[config.mk]
export PLATFORM = sky130hd
export DESIGN_NAME = tz_timer
export DESIGN_NICKNAME = d
export VERILOG_FILES = /design/src/common/tz_pkg.sv /design/src/common/tz_presc_if.sv /design/src/rtl/tz_prescaler.sv /design/src/rtl/tz_timer.sv
export SDC_FILE = /design/constraint.sdc
export NUM_CORES = 1
export LEC_CHECK = 0
export BUFFER_PORTS_ARGS = -buffer_cell sky130_fd_sc_hd__buf_2
export CORE_MARGIN = 4
export CORE_UTILIZATION = 40
export DETAILED_ROUTE_END_ITERATION = 6
export PLACE_DENSITY = 0.69
export SETUP_SLACK_MARGIN = 0.15
export SLEW_MARGIN = 20
export SYNTH_ARGS = -nofsm -noshare
export SYNTH_HDL_FRONTEND = slang
export SYNTH_HIERARCHICAL = 1
export SYNTH_SLANG_ARGS = --single-unit
[constraint.sdc]
create_clock -name sys_clk_i -period 1.7 [get_ports sys_clk_i]
set_input_delay 0.255 -clock sys_clk_i [delete_from_list [all_inputs] [get_ports sys_clk_i]]
set_output_delay 0.255 -clock sys_clk_i [all_outputs]
set_load 0.02 [all_outputs]
[src/common/tz_pkg.sv]
// Constants shared by the eight-bit timer/counter and its prescaler.
package tz_pkg;

  // ------------------------------------------------------------------
  // Register map
  // ------------------------------------------------------------------
  localparam int ADDR_W = 4;
  localparam int DATA_W = 32;
  localparam int CNT_W = 8;
  localparam logic [ADDR_W-1:0] OFF_COUNT = 4'h0;
  localparam logic [ADDR_W-1:0] OFF_OPTION = 4'h4;
  localparam logic [ADDR_W-1:0] OFF_STATUS = 4'h8;
  localparam logic [ADDR_W-1:0] OFF_MASK = 4'hC;

  // ------------------------------------------------------------------
  // Option control fields
  // ------------------------------------------------------------------
  localparam int OPT_W = 6;
  localparam int OPT_CS = 0;
  localparam int OPT_SE = 1;
  localparam int OPT_BYP = 2;
  localparam int OPT_PS_LSB = 3;
  localparam int PS_W = 3;
  localparam logic [OPT_W-1:0] OPTION_RST = 6'h04;

  // ------------------------------------------------------------------
  // Status and mask fields
  // ------------------------------------------------------------------
  localparam int ST_OVF = 0;
  localparam logic [CNT_W-1:0] COUNT_RST = 8'h00;
  localparam logic [CNT_W-1:0] COUNT_MAX = 8'hFF;

  // ------------------------------------------------------------------
  // Timing
  // ------------------------------------------------------------------
  localparam logic [1:0] WR_HOLD_CYC = 2'h2;

endpackage

[src/common/tz_presc_if.sv]
// Tick path between the timer/counter control and its prescaler.
`timescale 1ns/1ps
interface tz_presc_if;
  logic tick_in;
  logic clear;
  logic bypass;
  logic [tz_pkg::PS_W-1:0] ratio_sel;
  logic tick_out;

  modport ctrl (
    output tick_in, clear, bypass, ratio_sel,
    input tick_out
  );
  modport presc (
    input tick_in, clear, bypass, ratio_sel,
    output tick_out
  );
endinterface

[src/rtl/tz_prescaler.sv]
// Dedicated prescaler that divides the count source ticks.
`timescale 1ns/1ps
module tz_prescaler #(
  parameter int PRESC_W = 8
) (
  input wire logic sys_clk_i,
  input wire logic arst_n_i,
  tz_presc_if.presc pif
);
  import tz_pkg::*;

  typedef struct packed {
    logic [PRESC_W-1:0] cnt;
    logic tick;
  } tz_presc_state_t;

  tz_presc_state_t st_q;
  tz_presc_state_t st_d;
  logic [PRESC_W-1:0] mask;

  initial begin
    if (PRESC_W < 8) begin
      $error("tz_prescaler: PRESC_W must be at least 8");
    end
  end

  // Ratio is 2 to the power of (ratio_sel + 1): 1:2 up to 1:256.
  always_comb begin
    mask = PRESC_W'((32'd1 << (int'(pif.ratio_sel) + 1)) - 32'd1);
    st_d = st_q;
    if (pif.clear) begin
      st_d.cnt = '0;
      st_d.tick = 1'b0;
    end else if (pif.bypass) begin
      st_d.tick = pif.tick_in;
    end else begin
      st_d.tick = pif.tick_in && ((st_q.cnt & mask) == mask);
      if (pif.tick_in) begin
        st_d.cnt = st_q.cnt + PRESC_W'(1);
      end
    end
  end

  always_ff @(posedge sys_clk_i or negedge arst_n_i) begin
    if (!arst_n_i) begin
      st_q <= '0;
    end else begin
      st_q <= st_d;
    end
  end

  assign pif.tick_out = st_q.tick;
endmodule

[src/rtl/tz_timer.sv]
// Eight-bit timer/counter with prescaler, overflow interrupt and gate.
`timescale 1ns/1ps
module tz_timer (
  input wire logic sys_clk_i,
  input wire logic arst_n_i,
  input wire logic [tz_pkg::ADDR_W-1:0] addr_i,
  input wire logic [tz_pkg::DATA_W-1:0] wdata_i,
  input wire logic wr_i,
  input wire logic rd_i,
  output logic [tz_pkg::DATA_W-1:0] rdata_o,
  input wire logic external_count_input_i,
  output logic second_timer_gate_o,
  output logic irq_o
);
  import tz_pkg::*;

  typedef struct packed {
    logic [CNT_W-1:0] timer_zero_count;
    logic [OPT_W-1:0] option;
    logic ovf_flag;
    logic ovf_mask;
    logic [1:0] hold;
    logic ext_prev;
    logic gate;
    logic [DATA_W-1:0] rdata;
  } tz_state_t;

  tz_state_t st_q;
  tz_state_t st_d;
  tz_presc_if pif ();

  logic wr_count;
  logic wr_option;
  logic wr_status;
  logic wr_mask;
  logic count_clock_source_select;
  logic count_edge_select;
  logic ext_rise;
  logic ext_fall;
  logic inc;
  logic wrap;

  // ------------------------------------------------------------------
  // Decode and tick source
  // ------------------------------------------------------------------
  assign wr_count = wr_i && (addr_i == OFF_COUNT);
  assign wr_option = wr_i && (addr_i == OFF_OPTION);
  assign wr_status = wr_i && (addr_i == OFF_STATUS);
  assign wr_mask = wr_i && (addr_i == OFF_MASK);
  assign count_clock_source_select = st_q.option[OPT_CS];
  assign count_edge_select = st_q.option[OPT_SE];
  assign ext_rise = external_count_input_i && !st_q.ext_prev;
  assign ext_fall = !external_count_input_i && st_q.ext_prev;

  // The internal source ticks every instruction cycle, so the edge select
  // only changes anything for the external input.
  always_comb begin
    if (count_clock_source_select) begin
      pif.tick_in = count_edge_select ? ext_fall : ext_rise;
    end else begin
      pif.tick_in = 1'b1;
    end
  end

  // A count write also restarts the prescaler so the new value sees a
  // whole prescale period.
  assign pif.clear = wr_count || wr_option;
  assign pif.bypass = st_q.option[OPT_BYP];
  assign pif.ratio_sel = st_q.option[OPT_PS_LSB +: PS_W];

  tz_prescaler #(
    .PRESC_W(8)
  ) u_presc (
    .sys_clk_i(sys_clk_i),
    .arst_n_i(arst_n_i),
    .pif(pif)
  );

  assign inc = pif.tick_out && (st_q.hold == 2'h0) && !wr_count;
  assign wrap = inc && (st_q.timer_zero_count == COUNT_MAX);

  // ------------------------------------------------------------------
  // Next state
  // ------------------------------------------------------------------
  always_comb begin
    st_d = st_q;
    st_d.ext_prev = external_count_input_i;
    st_d.gate = wrap;
    if (st_q.hold != 2'h0) begin
      st_d.hold = st_q.hold - 2'h1;
    end
    if (wr_count) begin
      st_d.timer_zero_count = wdata_i[CNT_W-1:0];
      st_d.hold = WR_HOLD_CYC;
    end else if (inc) begin
      st_d.timer_zero_count = st_q.timer_zero_count + CNT_W'(1);
    end
    if (wr_option) begin
      st_d.option = wdata_i[OPT_W-1:0];
    end
    if (wr_mask) begin
      st_d.ovf_mask = wdata_i[ST_OVF];
    end
    // Set wins over a write-one clear in the same cycle.
    st_d.ovf_flag = wrap
      || (st_q.ovf_flag && !(wr_status && wdata_i[ST_OVF]));
    st_d.rdata = '0;
    if (rd_i) begin
      unique case (addr_i)
        OFF_COUNT: st_d.rdata = DATA_W'(st_q.timer_zero_count);
        OFF_OPTION: st_d.rdata = DATA_W'(st_q.option);
        OFF_STATUS: st_d.rdata = DATA_W'(st_q.ovf_flag);
        OFF_MASK: st_d.rdata = DATA_W'(st_q.ovf_mask);
        default: st_d.rdata = '0;
      endcase
    end
  end

  always_ff @(posedge sys_clk_i or negedge arst_n_i) begin
    if (!arst_n_i) begin
      st_q.timer_zero_count <= COUNT_RST;
      st_q.option <= OPTION_RST;
      st_q.ovf_flag <= 1'b0;
      st_q.ovf_mask <= 1'b0;
      st_q.hold <= 2'h0;
      st_q.ext_prev <= 1'b0;
      st_q.gate <= 1'b0;
      st_q.rdata <= '0;
    end else begin
      st_q <= st_d;
    end
  end

  assign rdata_o = st_q.rdata;
  assign second_timer_gate_o = st_q.gate;
  assign irq_o = st_q.ovf_flag && st_q.ovf_mask;
endmodule
==> qor.csv, run 1 <==
stage;metric;value;unit
outcome;status;finished, final reports clean;
worst_hold_path;hold_path.class;in -> reg;
routing;wl_met3;307;um
clock_tree;clkLatencyLatePin;0.30;ns
placement;dp_worst_setup_slack;0.0102;ns
routing;wl_met2;1800;um
sta;slew_headroom;0.656;
synth;synth.avg_cell_area;10.0;sq um
sta;finalMaxSlewViolations;0;
sta;hold_viol_final;0;
clock_tree;cts_tree;built;
routing;drc;0;
global_route;antenna_found_initial;0;
routing;wire_per_inst;13.4;um
power_and_ir_drop;power;3.43;mW
run;maxCapViolCount;0;
global_route;grt_max_degree;22;
floorplan;die_w;81.3;um
clock_tree;cts_root_buf;clkbuf_8;
routing;totalWireLength;4250;um
cells_and_area;final_common_cell;dfrtp_1;
critical_path;required;1.94;ns
sta;timing.final.ws_setup;0.0167;ns
clock_tree;cts_made_buffers;5;
routing;ant_nets;0;
placement;numPortBuffers;26;
critical_path;cp_data_arrival_time;1.93;ns
placement;hpwl;3070;um
synth;synth-seq-cells;37;
synth;yosys_warnings;6;
floorplan;pin_count;75;
sta;final.min_clock_period;1.68;ns
cells_and_area;layout-drive-gt1-share;0.276;
power_and_ir_drop;peakVddDrop;0.634;mV
critical_path;cp-start-kind;register;
cells_and_area;syn2layout_area_growth;14.3;%
synth;yosysSeqAreaShare;0.431;
sta;max_slew.worst_pin.slew;0.516;ns
critical_path;cp_max_fo;2;
cells_and_area;fin_util;0.475;
clock_tree;clockBufferDepth;2;
global_route;grt_usage;0.134;
routing;vias;1560;
power_and_ir_drop;p_leak;1.16;nW
routing;dr.pass1.iters;4;
sta;period_share;0.990;
floorplan;fp.dieH;81.3;um
cells_and_area;antenna_cells;0;
cells_and_area;final_cell_mix;36 x dfrtp_1, 26 x buf_2, 25 x conb_1, 17 x nor2_1, 12 x buf_4;
sta;rsz0062_at_grt;true;
floorplan;coreArea;0.00517;sq mm
synth;synth_cell_type_count;49;
synth;synth_area;0.00215;sq mm
placement;gp_congestion;0.819;
sta;fmax;594;MHz
routing;wl_met1;1990;um
clock_tree;clkTransAtPathRegs;0.08;ns
global_route;grt_pass1_vias;1378;
sta;whs;0.0922;ns
sta;skew;0.00657;ns
routing;top_layer_used;met4;
cells_and_area;fin_nets;290;
floorplan;row_count;26;
synth;syn_inst;214;
clock_tree;htree_num_levels;2;
routing;drt_first_iter_violations;107;
floorplan;initial_utilization;0.416;
floorplan;die-area;0.00661;sq mm
global_route;overflow;0;
global_route;grt_pass1_wl;6450;um
routing;vias_per_cell;4.94;
critical_path;cp-end-kind;register;
sta;setup_violations;0;
clock_tree;cts.sinks;37;
power_and_ir_drop;p_per_area;1390;mW/mm^2
critical_path;crit_type;reg -> reg;
==> cells by family (layout without fill, tap and decap cells) <==
| kind of cell | count (synthesis) | count (layout) | synth area share |
|---|---|---|---|
| compound gates | 25 | 25 | 0.0739 |
| xor+xnor | 11 | 11 | 0.0448 |
| fa+ha+maj | 4 | 4 | 0.0233 |
| buf+inv | 46 | 55 | 0.145 |
| flops | 37 | 37 | 0.431 |
| mux | 15 | 15 | 0.0797 |
| other cells | 2 | 25 | 0.00349 |
| simple gates | 74 | 74 | 0.198 |
==> worst paths after layout <==
check	startpoint	slack, ns	cells after the start	to
max reg2reg	pif.ratio_sel[2]$_DFFE_PN0P_	0.02	6	u_presc/pif.tick_out$_DFF_PN0_
max	pif.ratio_sel[2]$_DFFE_PN0P_	0.02	6	u_presc/pif.tick_out$_DFF_PN0_
max in group asynchronous	arst_n_i	0.78	3	st_q[35]$_DFFE_PN0P_
min in group asynchronous	arst_n_i	0.46	2	u_presc/pif.tick_out$_DFF_PN0_
min reg2reg	st_q[35]$_DFFE_PN0P_	0.52	2	st_q[35]$_DFFE_PN0P_
min	external_count_input_i	0.09	1	st_q[33]$_DFF_PN0_
==> state kept, by name, indices dropped and copies added (netlist names), 3 cells and up <==
signal / flops
st_q: 13
rdata_o: 8
u_presc/st_q: 8
pif.ratio_sel: 3
==> critical path: stages (launching register included) <==
cell and delay (ns):
dfrtp_1 0.38, or3_4 0.40, ha_4 0.27, or2_2 0.10, o2111ai_2 0.11, a221oi_2 0.18
a32o_1 0.19
==> Yosys cell counts (all sizes together) <==
master / number / area share
buf: 36 / 0.12
dfrtp: 36 / 0.42
nor2: 18 / 0.035
nand2: 11 / 0.019
o21ai: 8 / 0.019
inv: 7 / 0.012
mux2: 7 / 0.037
mux2i: 7 / 0.033
nand4: 7 / 0.020
nor3: 7 / 0.016
xor2: 7 / 0.029
and3: 6 / 0.018
nand3: 6 / 0.016
a31oi: 5 / 0.015
ha: 4 / 0.023
or3: 4 / 0.013
xnor2: 4 / 0.016
a21oi: 3 / 0.0070
clkbuf: 3 / 0.010
nor3b: 3 / 0.010
o211ai: 3 / 0.010
conb: 2 / 0.0035
nor2b: 2 / 0.0058
a221oi: 1 / 0.0041
a32o: 1 / 0.0047
and2: 1 / 0.0029
and2b: 1 / 0.0041
and4: 1 / 0.0041
dfstp: 1 / 0.012
mux4: 1 / 0.010
nand4b: 1 / 0.0041
nor4: 1 / 0.0029
nor4b: 1 / 0.011
o2111ai: 1 / 0.0041
o22ai: 1 / 0.0029
o31ai: 1 / 0.0035
o41ai: 1 / 0.0041
or2: 1 / 0.0029
or3b: 1 / 0.0041
or4: 1 / 0.0035
or4b: 1 / 0.0047
==> through the flow <==
stage                     std cells  setup TNS, ns  instance area, sq um
after floorplan                 237              0                  2250
after global placement          303       -0.00300                  2260
after detailed placement        303              0                  2260
after CTS                       312              0                  2420
after global routing            316        -0.0517                  2460
final                           316              0                  2460
==> metal layers <==
layer	vias up	track usage
met5	-	0
met2	69	0.185
met4	0	0.0912
li1	753	-
met3	13	0.0344
met1	725	0.181
==> report_power, final <==
part           internal, mW  switching (mW)  total (mW)
clock                 0.583           0.331       0.914
sequential             1.14           0.279        1.42
combinational         0.523           0.568        1.09
==> layout make-up <==
cell class	instances	area, sq um
Multi-Input combinational cell	154	1030
Clock buffer	5	68.8
Fill cell	479	2720
Timing Repair Buffer	40	250
Clock inverter	3	65.1
Sequential cell	37	927
Inverter	7	26.3
Tap cell	70	87.6
==> what timing repair did <==
| action | in CTS | in global routing |
|---|---|---|
| hold buffers | 1 | 0 |
| endpoints found under the hold margin | 19 | 0 |
| gates resized for setup | 2 | 2 |
| buffers inserted | 0 | 4 |
| setup endpoints to repair | 1 | 4 |
| pin swaps | 4 | 2 |
Power figures use the tool's default switching activity.
==> inputs of run 2 (changes only) <==
--- a/config.mk
+++ b/config.mk
@@ -9,7 +9,7 @@
 export CORE_MARGIN = 4
 export CORE_UTILIZATION = 40
 export DETAILED_ROUTE_END_ITERATION = 6
-export PLACE_DENSITY = 0.69
+export PLACE_DENSITY = 0.66
 export SETUP_SLACK_MARGIN = 0.15
 export SLEW_MARGIN = 20
 export SYNTH_ARGS = -nofsm -noshare
==> constraint.sdc (replaced) <==
create_clock -name sys_clk_i -period 1.55 [get_ports sys_clk_i]
set_input_delay 0.2325 -clock sys_clk_i [delete_from_list [all_inputs] [get_ports sys_clk_i]]
set_output_delay 0.2325 -clock sys_clk_i [all_outputs]
set_load 0.02 [all_outputs]
==> qor.csv, run 2 (synthesis results as in run 1) <==
stage;metric;value;unit;change
cells_and_area;fin_util;0.501;;was 0.475
worst_hold_path;hold_path.class;in -> reg;;unchanged
floorplan;die-area;0.00661;sq mm;unchanged
sta;finalMaxSlewViolations;0;;unchanged
clock_tree;cts_made_buffers;5;;unchanged
sta;skew;0.00553;ns;was 0.00657 ns
global_route;grt_pass1_wl;7210;um;was 6450 um
critical_path;cp_max_fo;2;;unchanged
cells_and_area;layout-drive-gt1-share;0.348;;was 0.276
critical_path;required;1.79;ns;was 1.94 ns
routing;vias_per_cell;4.94;;about the same
power_and_ir_drop;peakVddDrop;0.555;mV;was 0.634 mV
critical_path;r2r_slack;-0.15;ns;was 0.02 ns
routing;vias;1612;;was 1,560
floorplan;fp.dieH;81.3;um;unchanged
clock_tree;htree_num_levels;2;;unchanged
cells_and_area;fin_nets;300;;was 290
sta;final.min_clock_period;1.70;ns;was 1.68 ns
cells_and_area;final_common_cell;dfrtp_1;;unchanged
global_route;grt_usage;0.145;;was 0.134
critical_path;cpMaxStageDelayCell;or3_4;;unchanged
placement;dp_worst_setup_slack;-0.156;ns;was 0.0102 ns
critical_path;crit_start;pif.ratio_sel[1]$_DFFE_PN0P_;;was pif.ratio_sel[2]$_DFFE_PN0P_
global_route;overflow;0;;unchanged
worst_hold_path;min_to;st_q[33]$_DFF_PN0_;;unchanged
routing;wire_per_inst;13.5;um;was 13.4 um
power_and_ir_drop;p_leak;1.22;nW;was 1.16 nW
critical_path;reg2reg_depth;6;;unchanged
clock_tree;clkTransAtPathRegs;0.07;ns;was 0.08 ns
critical_path;timing.critical_path.cells;or3_4 > ha_4 > or2_2 > o2111ai_2 > a221oi_2 > a32o_2;;was or3_4 > ha_4 > or2_2 > o2111ai_2 > a221oi_2 > a32o_1
outcome;violations;negative setup slack;;
routing;ant_nets;0;;unchanged
critical_path;cp-start-kind;register;;unchanged
worst_hold_path;hold_depth;1;;unchanged
sta;period_share;1.10;;was 0.990
floorplan;initial_utilization;0.416;;unchanged
critical_path;r2r-end;u_presc/pif.tick_out$_DFF_PN0_;;unchanged
critical_path;cp_data_arrival_time;1.94;ns;was 1.93 ns
sta;timing.final.ws_setup;-0.150;ns;was 0.0167 ns
floorplan;coreArea;0.00517;sq mm;unchanged
cells_and_area;final_cell_mix;36 x dfrtp_1, 26 x buf_2, 25 x conb_1, 17 x nor2_1, 17 x buf_4;;was 36 x dfrtp_1, 26 x buf_2, 25 x conb_1, 17 x nor2_1, 12 x buf_4
routing;dr.pass1.iters;4;;unchanged
placement;numPortBuffers;26;;unchanged
placement;gp_congestion;0.803;;was 0.819
floorplan;die_w;81.3;um;unchanged
clock_tree;cts.sinks;37;;unchanged
floorplan;row_count;26;;unchanged
floorplan;pin_count;75;;unchanged
routing;drc;0;;unchanged
cells_and_area;largest_reg_flops;13;;unchanged
routing;drt_first_iter_violations;63;;was 107
cells_and_area;final_cell_area;0.00259;sq mm;was 0.00246 sq mm
global_route;grt_pass1_vias;1569;;was 1,378
run;maxCapViolCount;0;;unchanged
critical_path;critPathBufInv;0;;unchanged
critical_path;r2r-start;pif.ratio_sel[1]$_DFFE_PN0P_;;was pif.ratio_sel[2]$_DFFE_PN0P_
critical_path;crit_type;reg -> reg;;unchanged
routing;totalWireLength;4390;um;was 4250 um
cells_and_area;antenna_cells;0;;unchanged
critical_path;crit_family;simple AND/OR/NAND/NOR gates;;unchanged
cells_and_area;regMostFlops;st_q;;unchanged
global_route;antenna_found_initial;0;;unchanged
clock_tree;cts_tree;built;;unchanged
power_and_ir_drop;p_per_area;1490;mW/mm^2;was 1390 mW/mm^2
placement;hpwl;3130;um;was 3070 um
critical_path;cp-end-kind;register;;unchanged
clock_tree;clkLatencyLatePin;0.30;ns;about the same
sta;rsz0062_at_grt;true;;unchanged
placement;postPlaceCellArea;0.00229;sq mm;was 0.00226 sq mm
sta;fmax;588;MHz;was 594 MHz
cells_and_area;syn2layout_area_growth;20.6;%;was 14.3%
global_route;grt_max_degree;20;;was 22
outcome;status;finished with violations;;was finished, final reports clean
clock_tree;cts_root_buf;clkbuf_8;;unchanged
clock_tree;clockBufferDepth;2;;unchanged
critical_path;cp_slowest_stage_delay;0.40;ns;about the same
sta;hold_viol_final;0;;unchanged
worst_hold_path;worstHoldStart;external_count_input_i;;unchanged
sta;setup_violations;1;;was 0
==> run 2: cell types whose count changed in the layout (fill, tap and decap cells not counted), moves of 2 or more <==
cell | previous run | this run
nand2_1 | 11 | 9
buf_4 | 12 | 17
clkbuf_8 | 5 | 7
bufinv_16 | 2 | 0
buf_6 | 0 | 4
inv_2 | 0 | 2
inv_1 | 7 | 5
==> run 2: worst reg2reg max path, delay by kind of cell (launching register included) <==
family | cells | cell delay [ns]
AND/OR/NAND/NOR | 2 | 0.50
AO/OA/AOI/OAI | 3 | 0.50
adder cells (fa/ha/maj) | 1 | 0.26
flip-flops | 1 | 0.38
==> run 2: report_power, final <==
group | switching [mW] | internal (mW) | leakage [nW] | total (mW)
clock network | 0.340 | 0.402 | 0.0542 | 0.742
logic | 0.760 | 0.792 | 0.709 | 1.55
registers | 0.306 | 1.25 | 0.461 | 1.56
==> run 2: worst max-delay path by stage <==
stage	endpoint	slack (ns)	depth (start not counted)
global route	u_presc/pif.tick_out$_DFF_PN0_	-0.20	6
finish	u_presc/pif.tick_out$_DFF_PN0_	-0.15	6
global placement	u_presc/pif.tick_out$_DFF_PN0_	-0.15	4
detailed placement	u_presc/pif.tick_out$_DFF_PN0_	-0.16	4
floorplan	st_q[51]$_DFFE_PN0P_	0.09	6
CTS	u_presc/pif.tick_out$_DFF_PN0_	-0.14	4
==> run 2: repair_timing <==
item                                    in CTS  in global routing
cloned                                       0                  0
pin swaps                                   13                 17
setup buffers                                4                  7
endpoints found under the hold margin       18                  0
endpoints found under the setup margin       7                 17
hold buffers                                 1                  0
gates resized for setup                      8                 17
==> run 2: metal layers <==
metal	track usage	vias up	share of wire
met5	0	-	0
met4	0.0760	0	0.022
met3	0.0277	10	0.070
met2	0.222	57	0.45
met1	0.194	771	0.46
li1	-	774	-
==> run 2: final cells by class <==
| class | count | area, sq um |
|---|---|---|
| Fill cell | 473 | 2580 |
| Tap cell | 70 | 87.6 |
| Multi-Input combinational cell | 154 | 1100 |
| Sequential cell | 37 | 927 |
| Timing Repair Buffer | 50 | 348 |
| Clock inverter | 1 | 5.00 |
| Inverter | 7 | 26.3 |
| Clock buffer | 7 | 96.3 |
==> run 2: stage by stage <==
| stage | power, mW | cells | TNS, ns | hold slack (ns) |
|---|---|---|---|---|
| global route | 4.15 | 326 | -0.302 | 0.0770 |
| floorplan | 2.44 | 237 | 0 | -0.0631 |
| global placement | 2.69 | 306 | -0.154 | 0.199 |
| detailed placement | 2.73 | 306 | -0.156 | 0.203 |
| finish | 3.85 | 326 | -0.150 | 0.0776 |
| CTS | 3.61 | 319 | -0.142 | 0.0728 |
==> inputs of run 3 (changes only) <==
--- a/config.mk
+++ b/config.mk
@@ -7,9 +7,10 @@
 export LEC_CHECK = 0
 export BUFFER_PORTS_ARGS = -buffer_cell sky130_fd_sc_hd__buf_2
 export CORE_MARGIN = 4
-export CORE_UTILIZATION = 40
+export CORE_UTILIZATION = 49
+export CTS_BUF_LIST = sky130_fd_sc_hd__clkbuf_2
 export DETAILED_ROUTE_END_ITERATION = 6
-export PLACE_DENSITY = 0.66
+export PLACE_DENSITY = 0.79
 export SETUP_SLACK_MARGIN = 0.15
 export SLEW_MARGIN = 20
 export SYNTH_ARGS = -nofsm -noshare
==> constraint.sdc (replaced) <==
create_clock -name sys_clk_i -period 1.7 [get_ports sys_clk_i]
set_input_delay 0.255 -clock sys_clk_i [delete_from_list [all_inputs] [get_ports sys_clk_i]]
set_output_delay 0.255 -clock sys_clk_i [all_outputs]
set_load 0.02 [all_outputs]
==> qor.csv, run 3 (synthesis results as in run 1) <==
stage;metric;value;unit;change
outcome;status;finished, final reports clean;;was finished with violations
cells_and_area;antenna_cells;0;;unchanged
clock_tree;cts_made_buffers;5;;unchanged
critical_path;crit_family;simple AND/OR/NAND/NOR gates;;unchanged
floorplan;die-area;0.00551;sq mm;was 0.00661 sq mm
critical_path;timing.critical_path.cells;or3_4 > ha_4 > or2_2 > o2111ai_2 > a221oi_2 > a32o_1;;was or3_4 > ha_4 > or2_2 > o2111ai_2 > a221oi_2 > a32o_2
routing;drt_first_iter_violations;123;;was 63
clock_tree;clockBufferDepth;2;;unchanged
sta;setup_violations;0;;was 1
routing;drc;0;;unchanged
cells_and_area;final.fill_count;373;;was 473
routing;dr.pass1.iters;4;;unchanged
placement;gp_congestion;0.802;;was 0.803
global_route;grt_max_degree;24;;was 20
critical_path;required;2.04;ns;was 1.79 ns
routing;totalWireLength;4100;um;was 4390 um
sta;hold_viol_final;0;;unchanged
sta;fmax;591;MHz;was 588 MHz
sta;max_slew.worst_pin.slew;0.562;ns;
floorplan;pin_count;75;;unchanged
clock_tree;clkTransAtPathRegs;0.18;ns;was 0.07 ns
sta;rsz0062_at_grt;true;;unchanged
floorplan;initial_utilization;0.522;;was 0.416
global_route;grt_pass1_wl;6690;um;was 7210 um
sta;slew_headroom;0.625;;
routing;ant_nets;0;;unchanged
clock_tree;cts_tree;built;;unchanged
critical_path;critPathBufInv;0;;unchanged
critical_path;cp_slowest_stage_delay;0.41;ns;was 0.40 ns
global_route;grt_pass1_vias;1438;;was 1,569
clock_tree;clkLatencyLatePin;0.39;ns;was 0.30 ns
floorplan;fp.dieH;74.2;um;was 81.3 um
sta;final.min_clock_period;1.69;ns;was 1.70 ns
power_and_ir_drop;peakVddDrop;0.696;mV;was 0.555 mV
worst_hold_path;hold_depth;2;;was 1
clock_tree;htree_num_levels;2;;unchanged
global_route;antenna_found_initial;0;;unchanged
critical_path;reg2reg_depth;6;;unchanged
critical_path;crit_type;reg -> reg;;unchanged
placement;hpwl;3030;um;was 3130 um
routing;vias;1566;;was 1,612
critical_path;crit_cells;6;;unchanged
cells_and_area;syn2layout_area_growth;8.15;%;was 20.6%
sta;period_share;0.996;;was 1.10
placement;postPlaceCellArea;0.00224;sq mm;was 0.00229 sq mm
cells_and_area;final_cell_mix;36 x dfrtp_1, 26 x buf_2, 25 x conb_1, 17 x nor2_1, 11 x nand2_1;;was 36 x dfrtp_1, 26 x buf_2, 25 x conb_1, 17 x nor2_1, 17 x buf_4
global_route;grt_usage;0.162;;was 0.145
routing;wire_per_inst;14.0;um;was 13.5 um
critical_path;cp_data_arrival_time;2.04;ns;was 1.94 ns
sta;skew;0.00853;ns;was 0.00553 ns
critical_path;cpMaxStageDelayCell;dfrtp_1;;was or3_4
worst_hold_path;hold_path.class;in -> reg;;unchanged
floorplan;row_count;23;;was 26
floorplan;die_w;74.2;um;was 81.3 um
cells_and_area;regMostFlops;st_q;;unchanged
power_and_ir_drop;p_per_area;1240;mW/mm^2;was 1490 mW/mm^2
critical_path;cp-start-kind;register;;unchanged
power_and_ir_drop;power;2.87;mW;was 3.85 mW
cells_and_area;final_common_cell;dfrtp_1;;unchanged
critical_path;cp-end-kind;register;;unchanged
placement;numPortBuffers;26;;unchanged
cells_and_area;final_cell_area;0.00232;sq mm;was 0.00259 sq mm
critical_path;cp_max_fo;2;;unchanged
cells_and_area;largest_reg_flops;13;;unchanged
power_and_ir_drop;p_leak;1.11;nW;was 1.22 nW
global_route;overflow;0;;unchanged
cells_and_area;layout-drive-gt1-share;0.263;;was 0.348
floorplan;coreArea;0.00412;sq mm;was 0.00517 sq mm
clock_tree;cts.sinks;37;;unchanged
cells_and_area;fin_nets;288;;was 300
sta;finalMaxSlewViolations;0;;unchanged
routing;vias_per_cell;5.34;;was 4.94
run;maxCapViolCount;0;;unchanged
clock_tree;cts_root_buf;clkbuf_2;;was clkbuf_8
run 3: cell types whose count changed in the layout (fill, tap and decap cells not counted), sizes merged:
cell	before	now
dlygate4sd3	1	2
buf	49	36
clkbuf	7	6
run 3: per-stage QoR:
stage	hold slack (ns)	setup slack [ns]	util	cells	TNS, ns
after floorplan	-0.0406	0.232	-	237	0
after global placement	0.257	-0.00294	0.544	283	-0.00294
after detailed placement	0.274	0.000529	0.544	283	0
after CTS	0.0965	-0.0122	0.560	292	-0.0122
after global routing	0.0568	-0.0637	0.565	293	-0.0637
final	0.106	0.00745	0.565	293	0
run 3: final cells by class:
class / instances / area [sq um] / area share
sequential: 37 / 927 / 0.399
clock inverter: 1 / 3.75 / 0.00161
tap: 50 / 62.6 / 0.0269
timing repair buffer: 38 / 238 / 0.102
clock buffer: 6 / 30.0 / 0.0129
inverter: 7 / 26.3 / 0.0113
multi-input combinational: 154 / 1040 / 0.446
run 3: metal layers:
layer  global-route usage  wire length [um]  vias to the layer above
met5                    0                 0                        -
met4               0.0731                81                        0
met3               0.0405               360                        6
met2                0.244              1890                       61
met1                0.221              1770                      753
li1                     -                 -                      746
run 3: where the power goes:
group	leakage, nW	internal (mW)	total, mW	switching [mW]
combinational	0.623	0.508	1.07	0.564
sequential	0.461	1.14	1.42	0.283
clock	0.0265	0.0959	0.377	0.281
total	1.11	1.74	2.87	1.13
run 3: timing repair:
item                       in CTS  in global routing
hold buffers                    2                  0
buffers inserted                0                  1
setup endpoints to repair       1                  4
pin swaps                       4                  3
gates resized for setup         2                  3
hold endpoints to repair       23                  0
run 3: final timing paths:
check                                             start                             end  slack [ns]
setup / recovery           pif.ratio_sel[0]$_DFFE_PN0P_  u_presc/pif.tick_out$_DFF_PN0_       0.007
hold / removal                               wdata_i[2]          pif.bypass$_DFFE_PN1P_        0.11
setup reg to reg           pif.ratio_sel[0]$_DFFE_PN0P_  u_presc/pif.tick_out$_DFF_PN0_       0.007
hold reg to reg                    st_q[35]$_DFFE_PN0P_            st_q[35]$_DFFE_PN0P_        0.52
max in group asynchronous                      arst_n_i          pif.bypass$_DFFE_PN1P_        0.78
min in group asynchronous                      arst_n_i              st_q[33]$_DFF_PN0_        0.36
